### src/core/loader_consts.svh
`ifndef LOADER_CONSTS_SVH
`define LOADER_CONSTS_SVH

// serial eeprom read command and start address
`define LDR_CMD_READ 8'h03
`define LDR_IMAGE_START 16'h0000

// header byte zero field layout
`define LDR_SPEED_BIT 3
`define LDR_XO_MSB 2
`define LDR_XO_LSB 0
`define LDR_XO_MAX_CODE 3'h4

// rates in kHz
`define LDR_XTAL_STEP_KHZ 4000
`define LDR_SPI_SLOW_KHZ 500
`define LDR_SPI_FAST_KHZ 1000

// slowest case: 20 MHz crystal, 0.5 MHz eeprom
`define LDR_SAFE_HALF 8'h14

// floor on the half period: synchronised miso lags four cycles,
// a half period of two would sample the previous bit
`define LDR_MIN_HALF 8'h03

// header byte positions and program ram size
`define LDR_HDR_OFFSET_IDX 16'h0001
`define LDR_HDR_BLOCKS_IDX 16'h0002
`define LDR_MIN_PROG_OFFSET 8'h03
`define LDR_RAM_LAST 12'hfff
`define LDR_BLOCK_LAST 8'hff

`endif

### src/core/loader_pkg.sv
package loader_pkg;

   // gray codes along the usual load path
   typedef enum logic [3:0] {
      st_idle     = 4'h0,
      st_cmd      = 4'h1,
      st_addr_hi  = 4'h3,
      st_addr_lo  = 4'h2,
      st_hdr_rate = 4'h6,
      st_hdr_offs = 4'h7,
      st_hdr_len  = 4'h5,
      st_skip     = 4'h4,
      st_copy     = 4'hc,
      st_done     = 4'hd,
      st_error    = 4'hf
   } load_state_e;

   typedef logic [7:0] half_period_t;

endpackage

### src/core/spi_byte_engine.sv
`timescale 1ns/1ps
`include "loader_consts.svh"

module spi_byte_engine (
   input wire logic clk,
   input wire logic reset_n,
   input wire logic start,
   input wire loader_pkg::half_period_t half_period,
   input wire logic [7:0] tx_byte,
   input wire logic miso,
   output logic busy,
   output logic done,
   output logic [7:0] rx_byte,
   output logic sck,
   output logic mosi
);

   logic [7:0] div_cnt;
   logic [2:0] bit_cnt;
   logic [7:0] shift;
   logic half_end;

   assign half_end = (div_cnt == half_period - 8'h01);

   ////////////////////////////////////////////////////////////////
   // divider and bit sequencing, spi mode 0
   always_ff @(posedge clk or negedge reset_n) begin
      if (!reset_n) begin
         busy <= 1'b0;
         done <= 1'b0;
         div_cnt <= 8'h00;
         bit_cnt <= 3'h0;
         sck <= 1'b0;
      end else begin
         done <= 1'b0;
         if (start && !busy) begin
            busy <= 1'b1;
            div_cnt <= 8'h00;
            bit_cnt <= 3'h0;
            sck <= 1'b0;
         end else if (busy) begin
            if (half_end) begin
               div_cnt <= 8'h00;
               sck <= !sck;
               if (sck) begin
                  bit_cnt <= bit_cnt + 3'h1;
                  if (bit_cnt == 3'h7) begin
                     busy <= 1'b0;
                     done <= 1'b1;
                  end
               end
            end else begin
               div_cnt <= div_cnt + 8'h01;
            end
         end
      end
   end

   ////////////////////////////////////////////////////////////////
   // data: out msb first, sampled as sck falls; the synchronised
   // miso lags four cycles, so the half period is never below three
   always_ff @(posedge clk or negedge reset_n) begin
      if (!reset_n) begin
         shift <= 8'h00;
         mosi <= 1'b0;
         rx_byte <= 8'h00;
      end else if (start && !busy) begin
         shift <= tx_byte;
         mosi <= tx_byte[7];
      end else if (busy && half_end && sck) begin
         shift <= {shift[6:0], miso};
         mosi <= shift[6];
         if (bit_cnt == 3'h7) begin
            rx_byte <= {shift[6:0], miso};
         end
      end
   end

endmodule

### src/core/eeprom_boot_image_loader.sv
`timescale 1ns/1ps
`include "loader_consts.svh"

// Function
// low header nibble sets spi rate first
// bit 3: eeprom limit 0.5 or 1 MHz
// bits 2..0: crystal 4 to 20 MHz
// byte 1 is program offset N
// byte 2 is length in 256-byte blocks
// block count includes the header block
// bytes before N are skipped uninterpreted
// byte N to ram 0, then ascending
// load starts by itself after reset
// writes stay inside 4k program ram
// sequential read from zero, stop after last block
// cpu runs only after last byte written
module eeprom_boot_image_loader (
   input wire logic clk,
   input wire logic reset_n,
   output logic spi_sck,
   output logic spi_cs_n,
   output logic spi_mosi,
   input wire logic spi_miso,
   output logic ram_we,
   output logic [11:0] ram_addr,
   output logic [7:0] ram_wdata,
   output logic cpu_run,
   output logic load_busy,
   output logic load_error,
   output logic image_truncated
);

   loader_pkg::load_state_e state;
   loader_pkg::half_period_t half_period;
   logic [2:0] miso_sync;
   logic miso_filt;
   logic inflight;
   logic xfer_start;
   logic xfer_busy;
   logic xfer_done;
   logic [7:0] rx_byte;
   logic [7:0] tx_byte;
   logic [15:0] image_index;
   logic [7:0] prog_offset;
   logic [7:0] block_count;
   logic [15:0] last_index;
   logic [15:0] dest_index;
   logic at_offset_next;

   // spi half period in clk cycles, rounded up so the eeprom limit holds
   function automatic loader_pkg::half_period_t half_cycles(input logic [2:0] code, input logic fast);
      int unsigned xtal_khz;
      int unsigned spi_khz;
      int unsigned half;
      xtal_khz = (code > `LDR_XO_MAX_CODE) ? 32'(`LDR_XO_MAX_CODE + 3'h1) * `LDR_XTAL_STEP_KHZ
                                           : 32'(code + 3'h1) * `LDR_XTAL_STEP_KHZ;
      spi_khz = fast ? `LDR_SPI_FAST_KHZ : `LDR_SPI_SLOW_KHZ;
      half = (xtal_khz + 2 * spi_khz - 1) / (2 * spi_khz);
      // slower than asked at 4 MHz with a fast eeprom, never faster
      if (half < 32'(`LDR_MIN_HALF)) begin
         half = 32'(`LDR_MIN_HALF);
      end
      return half[7:0];
   endfunction

   ////////////////////////////////////////////////////////////////
   // miso synchroniser: first stage feeds only the second
   always_ff @(posedge clk or negedge reset_n) begin
      if (!reset_n) begin
         miso_sync <= 3'h0;
         miso_filt <= 1'b0;
      end else begin
         miso_sync <= {miso_sync[1:0], spi_miso};
         if (miso_sync[1] == miso_sync[2]) begin
            miso_filt <= miso_sync[2];
         end
      end
   end

   ////////////////////////////////////////////////////////////////
   // byte transfers
   // no new byte once the sequence has ended, so sck stays still with select high
   assign xfer_start = !inflight && state != loader_pkg::st_idle && state != loader_pkg::st_done
                       && state != loader_pkg::st_error;
   // block count includes block zero, so the last byte sits in block count - 1
   assign last_index = {block_count - 8'h01, `LDR_BLOCK_LAST};
   assign dest_index = image_index - {8'h00, prog_offset};
   assign at_offset_next = (image_index + 16'h0001) == {8'h00, prog_offset};

   always_comb begin
      case (state)
         loader_pkg::st_cmd: tx_byte = `LDR_CMD_READ;
         loader_pkg::st_addr_hi: tx_byte = 8'(`LDR_IMAGE_START >> 8);
         loader_pkg::st_addr_lo: tx_byte = 8'(`LDR_IMAGE_START & 16'h00ff);
         default: tx_byte = 8'h00;
      endcase
   end

   always_ff @(posedge clk or negedge reset_n) begin
      if (!reset_n) begin
         inflight <= 1'b0;
      end else if (xfer_done) begin
         inflight <= 1'b0;
      end else if (xfer_start) begin
         inflight <= 1'b1;
      end
   end

   spi_byte_engine engine (
      .clk(clk),
      .reset_n(reset_n),
      .start(xfer_start),
      .half_period(half_period),
      .tx_byte(tx_byte),
      .miso(miso_filt),
      .busy(xfer_busy),
      .done(xfer_done),
      .rx_byte(rx_byte),
      .sck(spi_sck),
      .mosi(spi_mosi)
   );

   ////////////////////////////////////////////////////////////////
   // spi rate: slowest safe rate until header byte zero arrives
   always_ff @(posedge clk or negedge reset_n) begin
      if (!reset_n) begin
         half_period <= `LDR_SAFE_HALF;
      end else if (xfer_done && state == loader_pkg::st_hdr_rate) begin
         half_period <= half_cycles(rx_byte[`LDR_XO_MSB:`LDR_XO_LSB], rx_byte[`LDR_SPEED_BIT]);
      end
   end

   ////////////////////////////////////////////////////////////////
   // load sequence
   always_ff @(posedge clk or negedge reset_n) begin
      if (!reset_n) begin
         state <= loader_pkg::st_idle;
         image_index <= 16'h0000;
         prog_offset <= 8'h00;
         block_count <= 8'h00;
         load_error <= 1'b0;
         image_truncated <= 1'b0;
      end else begin
         case (state)
            loader_pkg::st_idle: begin
               state <= loader_pkg::st_cmd;
            end
            loader_pkg::st_cmd: begin
               if (xfer_done) begin
                  state <= loader_pkg::st_addr_hi;
               end
            end
            loader_pkg::st_addr_hi: begin
               if (xfer_done) begin
                  state <= loader_pkg::st_addr_lo;
               end
            end
            loader_pkg::st_addr_lo: begin
               if (xfer_done) begin
                  image_index <= 16'h0000;
                  state <= loader_pkg::st_hdr_rate;
               end
            end
            loader_pkg::st_hdr_rate: begin
               if (xfer_done) begin
                  image_index <= image_index + 16'h0001;
                  state <= loader_pkg::st_hdr_offs;
               end
            end
            loader_pkg::st_hdr_offs: begin
               if (xfer_done) begin
                  prog_offset <= rx_byte;
                  image_index <= image_index + 16'h0001;
                  state <= loader_pkg::st_hdr_len;
               end
            end
            loader_pkg::st_hdr_len: begin
               if (xfer_done) begin
                  block_count <= rx_byte;
                  image_index <= image_index + 16'h0001;
                  // offset must clear the header and fall inside the counted blocks
                  if (prog_offset < `LDR_MIN_PROG_OFFSET || rx_byte == 8'h00) begin
                     load_error <= 1'b1;
                     state <= loader_pkg::st_error;
                  end else if (image_index == {8'h00, prog_offset} - 16'h0001) begin
                     state <= loader_pkg::st_copy;
                  end else begin
                     state <= loader_pkg::st_skip;
                  end
               end
            end
            loader_pkg::st_skip: begin
               if (xfer_done) begin
                  image_index <= image_index + 16'h0001;
                  if (at_offset_next) begin
                     state <= loader_pkg::st_copy;
                  end
               end
            end
            loader_pkg::st_copy: begin
               if (xfer_done) begin
                  image_index <= image_index + 16'h0001;
                  if (image_index == last_index) begin
                     state <= loader_pkg::st_done;
                  end else if (dest_index[11:0] == `LDR_RAM_LAST || dest_index[15:12] != 4'h0) begin
                     image_truncated <= 1'b1;
                     state <= loader_pkg::st_done;
                  end
               end
            end
            loader_pkg::st_done: begin
               state <= loader_pkg::st_done;
            end
            loader_pkg::st_error: begin
               state <= loader_pkg::st_error;
            end
            default: begin
               state <= loader_pkg::st_error;
            end
         endcase
      end
   end

   ////////////////////////////////////////////////////////////////
   // program ram write port
   always_ff @(posedge clk or negedge reset_n) begin
      if (!reset_n) begin
         ram_we <= 1'b0;
         ram_addr <= 12'h000;
         ram_wdata <= 8'h00;
      end else begin
         ram_we <= 1'b0;
         if (xfer_done && state == loader_pkg::st_copy && dest_index[15:12] == 4'h0) begin
            ram_we <= 1'b1;
            ram_addr <= dest_index[11:0];
            ram_wdata <= rx_byte;
         end
      end
   end

   ////////////////////////////////////////////////////////////////
   // chip select, busy and cpu release
   always_ff @(posedge clk or negedge reset_n) begin
      if (!reset_n) begin
         spi_cs_n <= 1'b1;
         load_busy <= 1'b0;
         cpu_run <= 1'b0;
      end else begin
         // select stays low across the whole read, one sequential stream
         spi_cs_n <= !(state != loader_pkg::st_idle && state != loader_pkg::st_done
                       && state != loader_pkg::st_error);
         load_busy <= (state != loader_pkg::st_done && state != loader_pkg::st_error
                       && state != loader_pkg::st_idle) || (state == loader_pkg::st_idle);
         // released two cycles after the final ram write strobe, with one clear cycle between
         cpu_run <= (state == loader_pkg::st_done) && !ram_we && !xfer_busy;
      end
   end

endmodule

### config.mk
export PLATFORM = sky130hd
export DESIGN_NAME = eeprom_boot_image_loader
export DESIGN_NICKNAME = d
export VERILOG_FILES = /design/src/core/loader_pkg.sv /design/src/core/spi_byte_engine.sv /design/src/core/eeprom_boot_image_loader.sv
export VERILOG_INCLUDE_DIRS = /design/src /design/src/core
export SDC_FILE = /design/constraint.sdc
export NUM_CORES = 1
export LEC_CHECK = 0
export BUFFER_PORTS_ARGS = -buffer_cell sky130_fd_sc_hd__buf_2
export CAP_MARGIN = 15
export CORE_ASPECT_RATIO = 2
export CORE_UTILIZATION = 45
export CTS_BUF_LIST = sky130_fd_sc_hd__clkbuf_8
export CTS_CLUSTER_DIAMETER = 60
export DETAILED_ROUTE_END_ITERATION = 8
export SYNTH_ARGS = -nofsm -noshare
export SYNTH_HDL_FRONTEND = slang
export SYNTH_HIERARCHICAL = 1
export SYNTH_SLANG_ARGS = --single-unit
export TNS_END_PERCENT = 1
### constraint.sdc
create_clock -name clk -period 21.9 [get_ports clk]
set_input_delay 1.095 -clock clk [delete_from_list [all_inputs] [get_ports clk]]
set_output_delay 1.095 -clock clk [all_outputs]
set_load 0.05 [all_outputs]
==> results of run 1 <==
critical path: cells and delay by family, from the launching register on:
| family | cells | cell delay, ns |
|---|---|---|
| flops | 1 | 0.69 |
| buf+inv | 5 | 0.58 |
| fa+ha+maj | 13 | 4.93 |
| xor+xnor | 1 | 0.21 |
| compound gates | 29 | 6.50 |
| simple gates | 24 | 4.98 |
| mux | 2 | 0.80 |
metrics by stage:
stage,util [%],cell area [sq um],cells,power (W),hold slack [ns]
after detailed placement,47.6,10500,1480,0.000205,0.340
after global routing,48.7,10800,1496,0.000351,0.383
final,48.7,10800,1496,0.000339,0.363
after floorplan,-,10200,1219,0.000200,0.331
after CTS,48.7,10800,1496,0.000343,0.368
after global placement,47.6,10500,1480,0.000205,0.335
power by group:
part	total, W	internal, W	switching (W)
Sequential	0.000196	0.000195	0.000000768
Clock	0.000137	0.0000570	0.0000801
Combinational	0.00000577	0.000000975	0.00000480
Total	0.000339	0.000253	0.0000857
Yosys cell counts (all sizes together) (5+ instances only):
| master | n |
|---|---|
| mux2 | 42 |
| a311oi | 10 |
| xnor2 | 51 |
| and4 | 5 |
| a211oi | 12 |
| nand4 | 27 |
| nand2 | 122 |
| mux2i | 17 |
| nor4 | 14 |
| o2111ai | 7 |
| and3 | 23 |
| a21boi | 6 |
| buf | 15 |
| nand3 | 22 |
| and2 | 10 |
| o31ai | 8 |
| nor3 | 34 |
| a21o | 16 |
| or3 | 5 |
| a21oi | 48 |
| nor2 | 84 |
| inv | 72 |
| o22ai | 6 |
| xor2 | 41 |
| clkbuf | 39 |
| a31oi | 19 |
| or2 | 16 |
| nand2b | 22 |
| nor2b | 26 |
| o21bai | 6 |
| a211o | 6 |
| fa | 8 |
| a31o | 5 |
| ha | 69 |
| dfrtp | 102 |
| o22a | 5 |
| o21ai | 86 |
| o21a | 12 |
| o211ai | 14 |
final timing paths:
kind,to,slack (ns)
max,half_period[0]$_DFFE_PN0P_,3.05
min,miso_sync[1]$_DFF_PN0_,0.36
min reg2reg,miso_sync[1]$_DFF_PN0_,0.36
max reg2reg,half_period[0]$_DFFE_PN0P_,3.05
max in group asynchronous,half_period[0]$_DFFE_PN0P_,20.00
min in group asynchronous,image_index[14]$_DFFE_PN0P_,0.72
registers in the layout, summed over array words and instances (netlist names), 3 cells and up:
register,flops
block_count,8
engine/bit_cnt,3
engine/div_cnt,8
engine/rx_byte,8
engine/shift,7
half_period,8
image_index,16
miso_sync,3
prog_offset,8
ram_addr,12
ram_wdata,8
state,4
layout by cell type, fill, tap and decap left out, types with 5 or more instances in the layout:
master / instances
nand3_1: 21
a211oi_1: 9
o22ai_1: 6
ha_1: 69
buf_2: 29
nand4_1: 26
nor2b_1: 26
o211ai_1: 13
buf_4: 10
mux2i_1: 17
conb_1: 6
or2_2: 12
clkbuf_8: 9
a31oi_1: 18
and3_1: 22
fa_1: 8
o21a_1: 12
nand2b_1: 22
xor2_1: 41
nor4_1: 13
o2111ai_1: 7
a21boi_0: 5
a211o_1: 6
nor2_1: 84
o21bai_1: 6
xnor2_1: 50
a311oi_1: 8
nand2_1: 122
a21o_1: 15
o31ai_1: 7
and4_1: 5
a21oi_1: 48
o21ai_0: 82
dfrtp_1: 102
mux2_4: 10
inv_1: 71
nor3_1: 32
and2_1: 10
mux2_2: 32
per-layer routing:
layer | routed length, um | global-route usage, % | vias up
li1 | - | - | 4412
met4 | 2040 | 17.7 | 0
met3 | 587 | 2.79 | 104
met2 | 16900 | 51.5 | 191
met1 | 9670 | 22.9 | 4387
met5 | 0 | 0 | -
final cells by class:
cell class	count	area, sq um
Multi-Input combinational cell	987	7070
Clock inverter	7	113
Fill cell	2234	11400
Clock buffer	9	124
Timing Repair Buffer	39	220
Tap cell	276	345
Inverter	73	275
Sequential cell	105	2630
logic make-up (layout without fill, tap and decap cells):
logic type | count (synthesis) | after routing | share of synthesized area (%)
flip-flops | 105 | 105 | 25.8
adder cells (fa/ha/maj) | 79 | 79 | 10.2
buffers and inverters | 127 | 128 | 5.10
AO/OA/AOI/OAI | 318 | 318 | 22.2
AND/OR/NAND/NOR | 433 | 433 | 22.0
multiplexers | 59 | 59 | 6.67
other | 1 | 6 | 0.0367
XOR/XNOR | 92 | 92 | 7.97
==> flow_summary.yaml, run 1 <==
placed_design:
  hpwl_um: 23600
  gp_congestion: 0.993
  portBuffers: 30
  pre_cts_ws_ns: 3.26
clock_network:
  clock_path_buffers: 2
  cts_max_level: 3
  clkTransAtPathRegs_ns: 0.11
  numCtsBuffers: 9
  cts_sinks: 105
  hold_buffers: 0
  clock_latency_ns: 0.41
  cts_setup_buffers: 0
  post_cts_resized: 0
  cts_tree: "built"
  cts_root_buffer: "clkbuf_8"
die:
  io-pin-count: 31
  die_x_um: 108
  die_area_sq_um: 23300
  die_h_um: 215
  coreArea_sq_um: 22200
  rows: 77
  start_util_pct: 46.1
sta:
  hold_viol: 0
  rsz0062_at_grt: "false"
  fin_crit_ns: 18.85
  fin_setup_tns_ns: 0
  report.final.slew_viol_count: 0
  finClkSkew_ns: 0.0221
  setup_viol: 0
  worst_pin_slew_ns: 1.14
  fin_ws_ns: 3.05
  relSlewSlack_pct: 23.1
  max_freq_mhz: 53.1
  final.period_utilization_pct: 86.1
hold_path:
  hp-class: "reg2reg"
  min-delay-start: "miso_sync[0]$_DFF_PN0_"
  holdPathStages: 0
synthesis:
  yosysSeqAreaShare_pct: 25.8
  ys_warn_count: 6
  syn_inst: 1214
  synth-async-reset-ratio_pct: 100
  yosys.area.top_type: "dfrtp_1"
  synth.avg_cell_area_sq_um: 8.41
  syn-cell-area_sq_um: 10200
  synth_edf_count: 0
  synth_cell_types: 110
  ys.flop_type: "dfrtp_1"
  synthTopCellsByArea: "dfrtp_1 25%, ha_1 8.5%, nand2_1 4.5%"
  ys_seq_elements: 105
  synth_top_area_share_pct: 25.0
drt:
  drt_pre_antenna_iters: 5
  post_drt_wl_per_cell_um: 19.5
  vias_per_cell: 6.08
  route.final.wire_length_um: 29200
  drt_iter0_markers: 439
  antenna_left: 0
  drc: 0
  via_count: 9094
final_layout:
  num-nets-final: 1295
  layout-drive-gt1-share_pct: 12.2
  areaGrowthSynthToFinish_pct: 5.64
  diodes: 0
power:
  powerDensity_nw_per_um2: 31.4
  ir_worst_vdd_mv: 0.0447
  power_leakage_nw: 4.80
setup_path:
  critical_path_arrival_ns: 19.17
  max_stage_delay_ns: 0.96
  slowest_stage: "nor3_1"
  crit_type: "reg2reg"
  crit_path_frequent_cell: "ha_1"
  crit_start: "engine/rx_byte[0]$_DFFE_PN0P_"
  required_ns: 22.22
  startpoint_type: "register"
  critical_path.endpoint_type: "register"
  cp_max_fo: 13
  r2r_start: "engine/rx_byte[0]$_DFFE_PN0P_"
  rr_worst_depth: 74
global_routing:
  grt_usage_pct: 25.9
  grt_antenna_before_repair: 0
  overflow: 0
  grt_pass1_vias: 9227
  grt_pass1_wl_um: 46400
  grt_max_degree: 54
job:
  drv_cap: 0
run_status:
  outcome: "finished clean"
(Power assumes the default switching activity.)
==> run 2: changes to the inputs <==
--- a/config.mk
+++ b/config.mk
@@ -6,7 +6,7 @@
 export SDC_FILE = /design/constraint.sdc
 export NUM_CORES = 1
 export LEC_CHECK = 0
-export BUFFER_PORTS_ARGS = -buffer_cell sky130_fd_sc_hd__buf_2
+export BUFFER_PORTS_ARGS = -buffer_cell sky130_fd_sc_hd__clkbuf_2
 export CAP_MARGIN = 15
 export CORE_ASPECT_RATIO = 2
 export CORE_UTILIZATION = 45
==> run 2 against run 1 <==
Effect of this change: die area unchanged; final cell count did not move; worst setup slack got worse by 0.037 ns; total power decreased by 1.6%; worst hold slack gained 0.00066 ns; flip-flop and latch count stayed put; register-to-register slack worse by 0.04 ns; clock skew down 0.0013 ns; fmax down 0.20%; final area decreased by 0.23%; critical path type unchanged; largest power group unchanged; highest routed layer unchanged.
==> flow_summary.yaml, run 2 (same netlist as run 1, synthesis figures left out) <==
run_status:
  outcome: "finished clean"
setup_path:
  critical_path_arrival_ns: 19.21
  crit_type: "reg2reg"
  crit_buf_inv: 5
  crit_path_frequent_cell: "ha_1"
  required_ns: 22.23
  startpoint_type: "register"
  critical_path.endpoint_type: "register"
  slowest_stage: "nor3_1"
  max_stage_delay_ns: 0.97
  cp_max_fo: 13
  path_delay_family: "compound AO/OA/AOI/OAI gates"
power:
  swShare_pct: 24.7
  p_int_w: 0.000251
  clkPwrFrac_pct: 39.6
  ir_worst_vdd_mv: 0.0436
  sequentialPowerShare_pct: 58.7
  pwr-share-comb_pct: 1.7
  power_leakage_nw: 4.77
  powerDensity_nw_per_um2: 31.0
  power.total_w: 0.000333
  switchingPower_w: 0.0000823
job:
  drv_cap: 0
die:
  coreArea_sq_um: 22200
  start_util_pct: 46.1
  die_h_um: 215
  rows: 77
  die_x_um: 108
  io-pin-count: 31
  die_area_sq_um: 23300
final_layout:
  areaGrowthSynthToFinish_pct: 5.39
  fillers: 2211
  num-nets-final: 1295
  layout_common_cells: "122 x nand2_1, 102 x dfrtp_1, 84 x nor2_1"
  diodes: 0
  final_cell_area_sq_um: 10800
  largest_reg_flops: 16
  layout-drive-gt1-share_pct: 12.2
  final_common_cell: "nand2_1"
  reg.largest.list: "image_index: 16 flops, ram_addr: 12 flops"
  regMostFlops: "image_index"
global_routing:
  grt_pass1_wl_um: 46500
  overflow: 0
  grt_usage_pct: 25.9
  grt_antenna_before_repair: 0
  grt_pass1_vias: 9286
  grt_max_degree: 55
placed_design:
  portBuffers: 30
  hpwl_um: 23500
  dpl_cell_area_sq_um: 10500
  gp_congestion: 0.992
drt:
  drc: 0
  drt_iter0_markers: 349
  route.final.wire_length_um: 29100
  drt_pre_antenna_iters: 5
  vias_per_cell: 6.05
  via_count: 9049
  post_drt_wl_per_cell_um: 19.5
  antenna_left: 0
sta:
  hold_viol: 0
  final.period_utilization_pct: 86.2
  fin_setup_tns_ns: 0
  report.final.slew_viol_count: 0
  max_freq_mhz: 52.9
  setup_viol: 0
  fin_crit_ns: 18.89
  finClkSkew_ns: 0.0208
  relSlewSlack_pct: 20.6
  worst_pin_slew_ns: 1.18
  rsz0062_at_grt: "false"
clock_network:
  hold_buffers: 0
  cts_root_buffer: "clkbuf_8"
  post_cts_resized: 0
  cts_tree: "built"
  cts_max_level: 3
  clock_path_buffers: 2
  clock_latency_ns: 0.42
  numCtsBuffers: 9
  cts_sinks: 105
  cts_setup_buffers: 0
  clkTransAtPathRegs_ns: 0.11
hold_path:
  hp-class: "reg2reg"
==> run 2: cell count changes in the layout (fill, tap and decap cells not counted) <==
cell / previous run / this run
clkinv_8: 4 / 1
clkinv_4: 2 / 1
buf_2: 29 / 0
clkinv_2: 1 / 2
inv_8: 0 / 1
clkbuf_2: 0 / 29
inv_6: 0 / 1
clkinvlp_4: 0 / 1
==> run 2: stage by stage <==
stage	setup WS (ns)	utilization, %	hold slack (ns)	std cells
2_1_floorplan	6.60	-	0.331	1219
3_3_place_gp	3.56	47.6	0.332	1480
3_5_place_dp	3.11	47.6	0.337	1480
4_1_cts	3.03	48.5	0.364	1496
5_1_grt	1.65	48.5	0.373	1496
6_report	3.01	48.5	0.364	1496
==> run 2: power groups by stage <==
stage                 logic, W  clock network (W)  registers [W]
CTS                 0.00000610           0.000136       0.000196
detailed placement  0.00000610                  0       0.000199
global placement    0.00000606                  0       0.000199
floorplan           0.00000103                  0       0.000199
finish              0.00000575           0.000132       0.000196
global route        0.00000678           0.000142       0.000196
==> run 2: cell type report <==
type	instances	area, sq um	area share, %
Multi-Input combinational cell	987	7070	65.8
Inverter	73	275	2.56
Sequential cell	105	2630	24.5
Clock inverter	7	87.6	0.814
Timing Repair Buffer	39	220	2.05
Clock buffer	9	124	1.15
Tap cell	276	345	3.21
==> run 2: worst paths after layout <==
path / from / to / slack, ns / cells after the start
setup reg to reg: engine/rx_byte[0]$_DFFE_PN0P_ / half_period[0]$_DFFE_PN0P_ / 3.01 / 74
min in group asynchronous: reset_n / image_index[12]$_DFFE_PN0P_ / 0.73 / 1
hold / removal: miso_sync[0]$_DFF_PN0_ / miso_sync[1]$_DFF_PN0_ / 0.36 / 0
hold reg to reg: miso_sync[0]$_DFF_PN0_ / miso_sync[1]$_DFF_PN0_ / 0.36 / 0
max in group asynchronous: reset_n / ram_wdata[1]$_DFFE_PN0P_ / 20.01 / 2
setup / recovery: engine/rx_byte[0]$_DFFE_PN0P_ / half_period[0]$_DFFE_PN0P_ / 3.01 / 74
==> run 2: metal layers <==
layer	vias up	wire [um]	global-route usage [%]
li1	4407	-	-
met1	4324	9760	22.7
met2	205	16500	51.0
met3	113	729	3.34
met4	0	2130	18.2
met5	-	0	0
==> run 3: changes to the inputs <==
--- a/config.mk
+++ b/config.mk
@@ -6,6 +6,7 @@
 export SDC_FILE = /design/constraint.sdc
 export NUM_CORES = 1
 export LEC_CHECK = 0
+export ABC_AREA = 1
 export BUFFER_PORTS_ARGS = -buffer_cell sky130_fd_sc_hd__clkbuf_2
 export CAP_MARGIN = 15
 export CORE_ASPECT_RATIO = 2
==> run 3 against run 2 <==
Effect of this change: area after synthesis is 1.9% higher; sequential power about the same; combinational power is 4.2% higher; total power shrank 1.4%; wire length grew 3.5%; fmax increased by 23%; worst setup slack gained 3.5 ns; clock skew up 0.0034 ns; worst hold slack worse by 0.0023 ns.
==> flow_summary.yaml, run 3 <==
run_status:
  outcome: "finished clean"
die:
  io-pin-count: 31
  start_util_pct: 45.9
  coreArea_sq_um: 22600
  die_x_um: 109
  die_area_sq_um: 23800
  rows: 78
  die_h_um: 217
setup_path:
  critical_path_arrival_ns: 15.70
  startpoint_type: "register"
  worst-r2r-setup-slack_ns: 6.54
  path_delay_family: "simple AND/OR/NAND/NOR gates"
  crit_path_frequent_cell: "nand2_1"
  cp_max_fo: 17
  r2r_start: "engine/rx_byte[0]$_DFFE_PN0P_"
  r2r_end: "half_period[0]$_DFFE_PN0P_"
  required_ns: 22.25
  max_stage_delay_ns: 0.63
  critical_path.endpoint_type: "register"
  crit_type: "reg2reg"
  rr_worst_depth: 90
  slowest_stage: "dfrtp_1"
  crit_buf_inv: 14
global_routing:
  grt_pass1_wl_um: 48500
  grt_max_degree: 56
  overflow: 0
  grt_pass1_vias: 9901
  grt_antenna_before_repair: 0
  grt_usage_pct: 27.0
job:
  drv_cap: 0
placed_design:
  pre_cts_ws_ns: 6.57
  portBuffers: 30
  dpl_cell_area_sq_um: 10800
  gp_congestion: 0.939
  hpwl_um: 25000
drt:
  met1Wirelength_um: 9540
  antenna_left: 0
  drt_iter0_markers: 430
  met3_length_um: 605
  highest_layer: "met4"
  vias_per_cell: 5.31
  route.final.wire_length_um: 30100
  drt_pre_antenna_iters: 5
  drc: 0
  via_count: 9822
  wl_met2_um: 17200
  post_drt_wl_per_cell_um: 16.3
clock_network:
  cts_setup_buffers: 0
  cts_root_buffer: "clkbuf_8"
  cts_max_level: 3
  numCtsBuffers: 9
  post_cts_resized: 0
  cts_tree: "built"
  cts_sinks: 105
  hold_buffers: 0
  clock_path_buffers: 2
  clock_latency_ns: 0.40
  clkTransAtPathRegs_ns: 0.12
final_layout:
  regMostFlops: "image_index"
  num-nets-final: 1644
  fillers: 2400
  largest_reg_flops: 16
  areaGrowthSynthToFinish_pct: 6.07
  final_common_cell: "nand2_1"
  final_cell_area_sq_um: 11000
  layout-drive-gt1-share_pct: 10.2
  diodes: 0
  reg.largest.list: "image_index: 16 flops, ram_addr: 12 flops"
  layout_common_cells: "387 x nand2_1, 222 x inv_1, 140 x nand3_1"
synthesis:
  ys_seq_elements: 105
  synth_top_family_by_area: "simple AND/OR/NAND/NOR gates"
  synth_most_common_cell: "nand2_1"
  synth_cell_types: 61
  synth_simple_gate_area_share_pct: 36.0
  synth-async-reset-ratio_pct: 100
  yosys.area.top_type: "dfrtp_1"
  syn_inst: 1539
  synthAdderAreaFrac_pct: 9.94
  synthTopCellsByArea: "dfrtp_1 25%, nand2_1 14%, ha_1 8.3%"
  synth_top_area_share_pct: 24.5
  muxShareOfSynthArea_pct: 0.866
  synth_compound_area_share_pct: 10.8
  yosysSeqAreaShare_pct: 25.3
  ys.flop_type: "dfrtp_1"
  synthXorXnorAreaFrac_pct: 6.99
  ys_warn_count: 6
  synth_common_cells: "387 x nand2_1, 220 x inv_1, 140 x nand3_1"
  synth_edf_count: 0
  syn-cell-area_sq_um: 10400
  synth.avg_cell_area_sq_um: 6.76
sta:
  finClkSkew_ns: 0.0241
  fin_setup_tns_ns: 0
  hold_viol: 0
  report.final.slew_viol_count: 0
  fin_crit_ns: 15.36
  final.period_utilization_pct: 70.1
  rsz0062_at_grt: "false"
  worst_pin_slew_ns: 0.875
  max_freq_mhz: 65.1
  relSlewSlack_pct: 41.3
  setup_viol: 0
  fin_ws_ns: 6.54
hold_path:
  holdPathStages: 0
  hold_end: "miso_sync[1]$_DFF_PN0_"
  min-delay-start: "miso_sync[0]$_DFF_PN0_"
  hp-class: "reg2reg"
power:
  ir_worst_vdd_mv: 0.0386
  power_leakage_nw: 5.95
  powerDensity_nw_per_um2: 29.8
==> run 3: worst max path at each step <==
stage	start	to	slack, ns	cells after the start
CTS	engine/rx_byte[0]$_DFFE_PN0P_	half_period[0]$_DFFE_PN0P_	6.48	89
global route	engine/rx_byte[0]$_DFFE_PN0P_	half_period[0]$_DFFE_PN0P_	4.75	89
global placement	engine/rx_byte[0]$_DFFE_PN0P_	half_period[0]$_DFFE_PN0P_	6.93	90
finish	engine/rx_byte[0]$_DFFE_PN0P_	half_period[0]$_DFFE_PN0P_	6.54	90
detailed placement	engine/rx_byte[0]$_DFFE_PN0P_	half_period[0]$_DFFE_PN0P_	6.57	89
floorplan	engine/rx_byte[0]$_DFFE_PN0P_	half_period[0]$_DFFE_PN0P_	8.53	94
==> run 3: kinds of logic after synthesis <==
| kind of cell | after synthesis |
|---|---|
| adders and majority gates | 78 |
| other | 1 |
| xor gates and xnor gates | 83 |
| AOI/OAI and AO/OA | 196 |
| and+or+nand+nor | 802 |
| buffers and inverters | 266 |
| muxes | 8 |
| DFF | 105 |
==> run 3: per-stage QoR <==
| step | instances | hold slack [ns] | util (%) | total power [W] |
|---|---|---|---|---|
| after floorplan | 1544 | 0.331 | - | 0.000201 |
| after global placement | 1831 | 0.336 | 47.7 | 0.000206 |
| after detailed placement | 1831 | 0.335 | 47.7 | 0.000206 |
| after CTS | 1847 | 0.362 | 48.6 | 0.000332 |
| after global routing | 1849 | 0.385 | 48.7 | 0.000340 |
| final | 1849 | 0.362 | 48.7 | 0.000328 |
==> run 3: per-layer routing <==
metal  global-route usage [%]  vias to the layer above
met5                        0                        -
met4                     21.6                        0
met3                     2.61                      114
met2                     54.2                      187
met1                     22.4                     4520
li1                         -                     5001
==> run 3: where the power goes <==
| group | leakage (nW) | total (W) | switching [W] | internal, W |
|---|---|---|---|---|
| combinational | 4.46 | 0.00000599 | 0.00000477 | 0.00000121 |
| sequential | 1.38 | 0.000196 | 0.000000708 | 0.000195 |
| clock | 0.109 | 0.000127 | 0.0000714 | 0.0000555 |
==> run 3: layout make-up <==
| cell class | instances | area [sq um] | share of cell area, % |
|---|---|---|---|
| clock buffer | 10 | 138 | 1.25 |
| timing repair buffer | 35 | 210 | 1.91 |
| tap | 280 | 350 | 3.18 |
| inverter | 240 | 901 | 8.17 |
| sequential | 105 | 2630 | 23.9 |
| clock inverter | 6 | 60.1 | 0.545 |
| multi-input combinational | 1173 | 6740 | 61.1 |
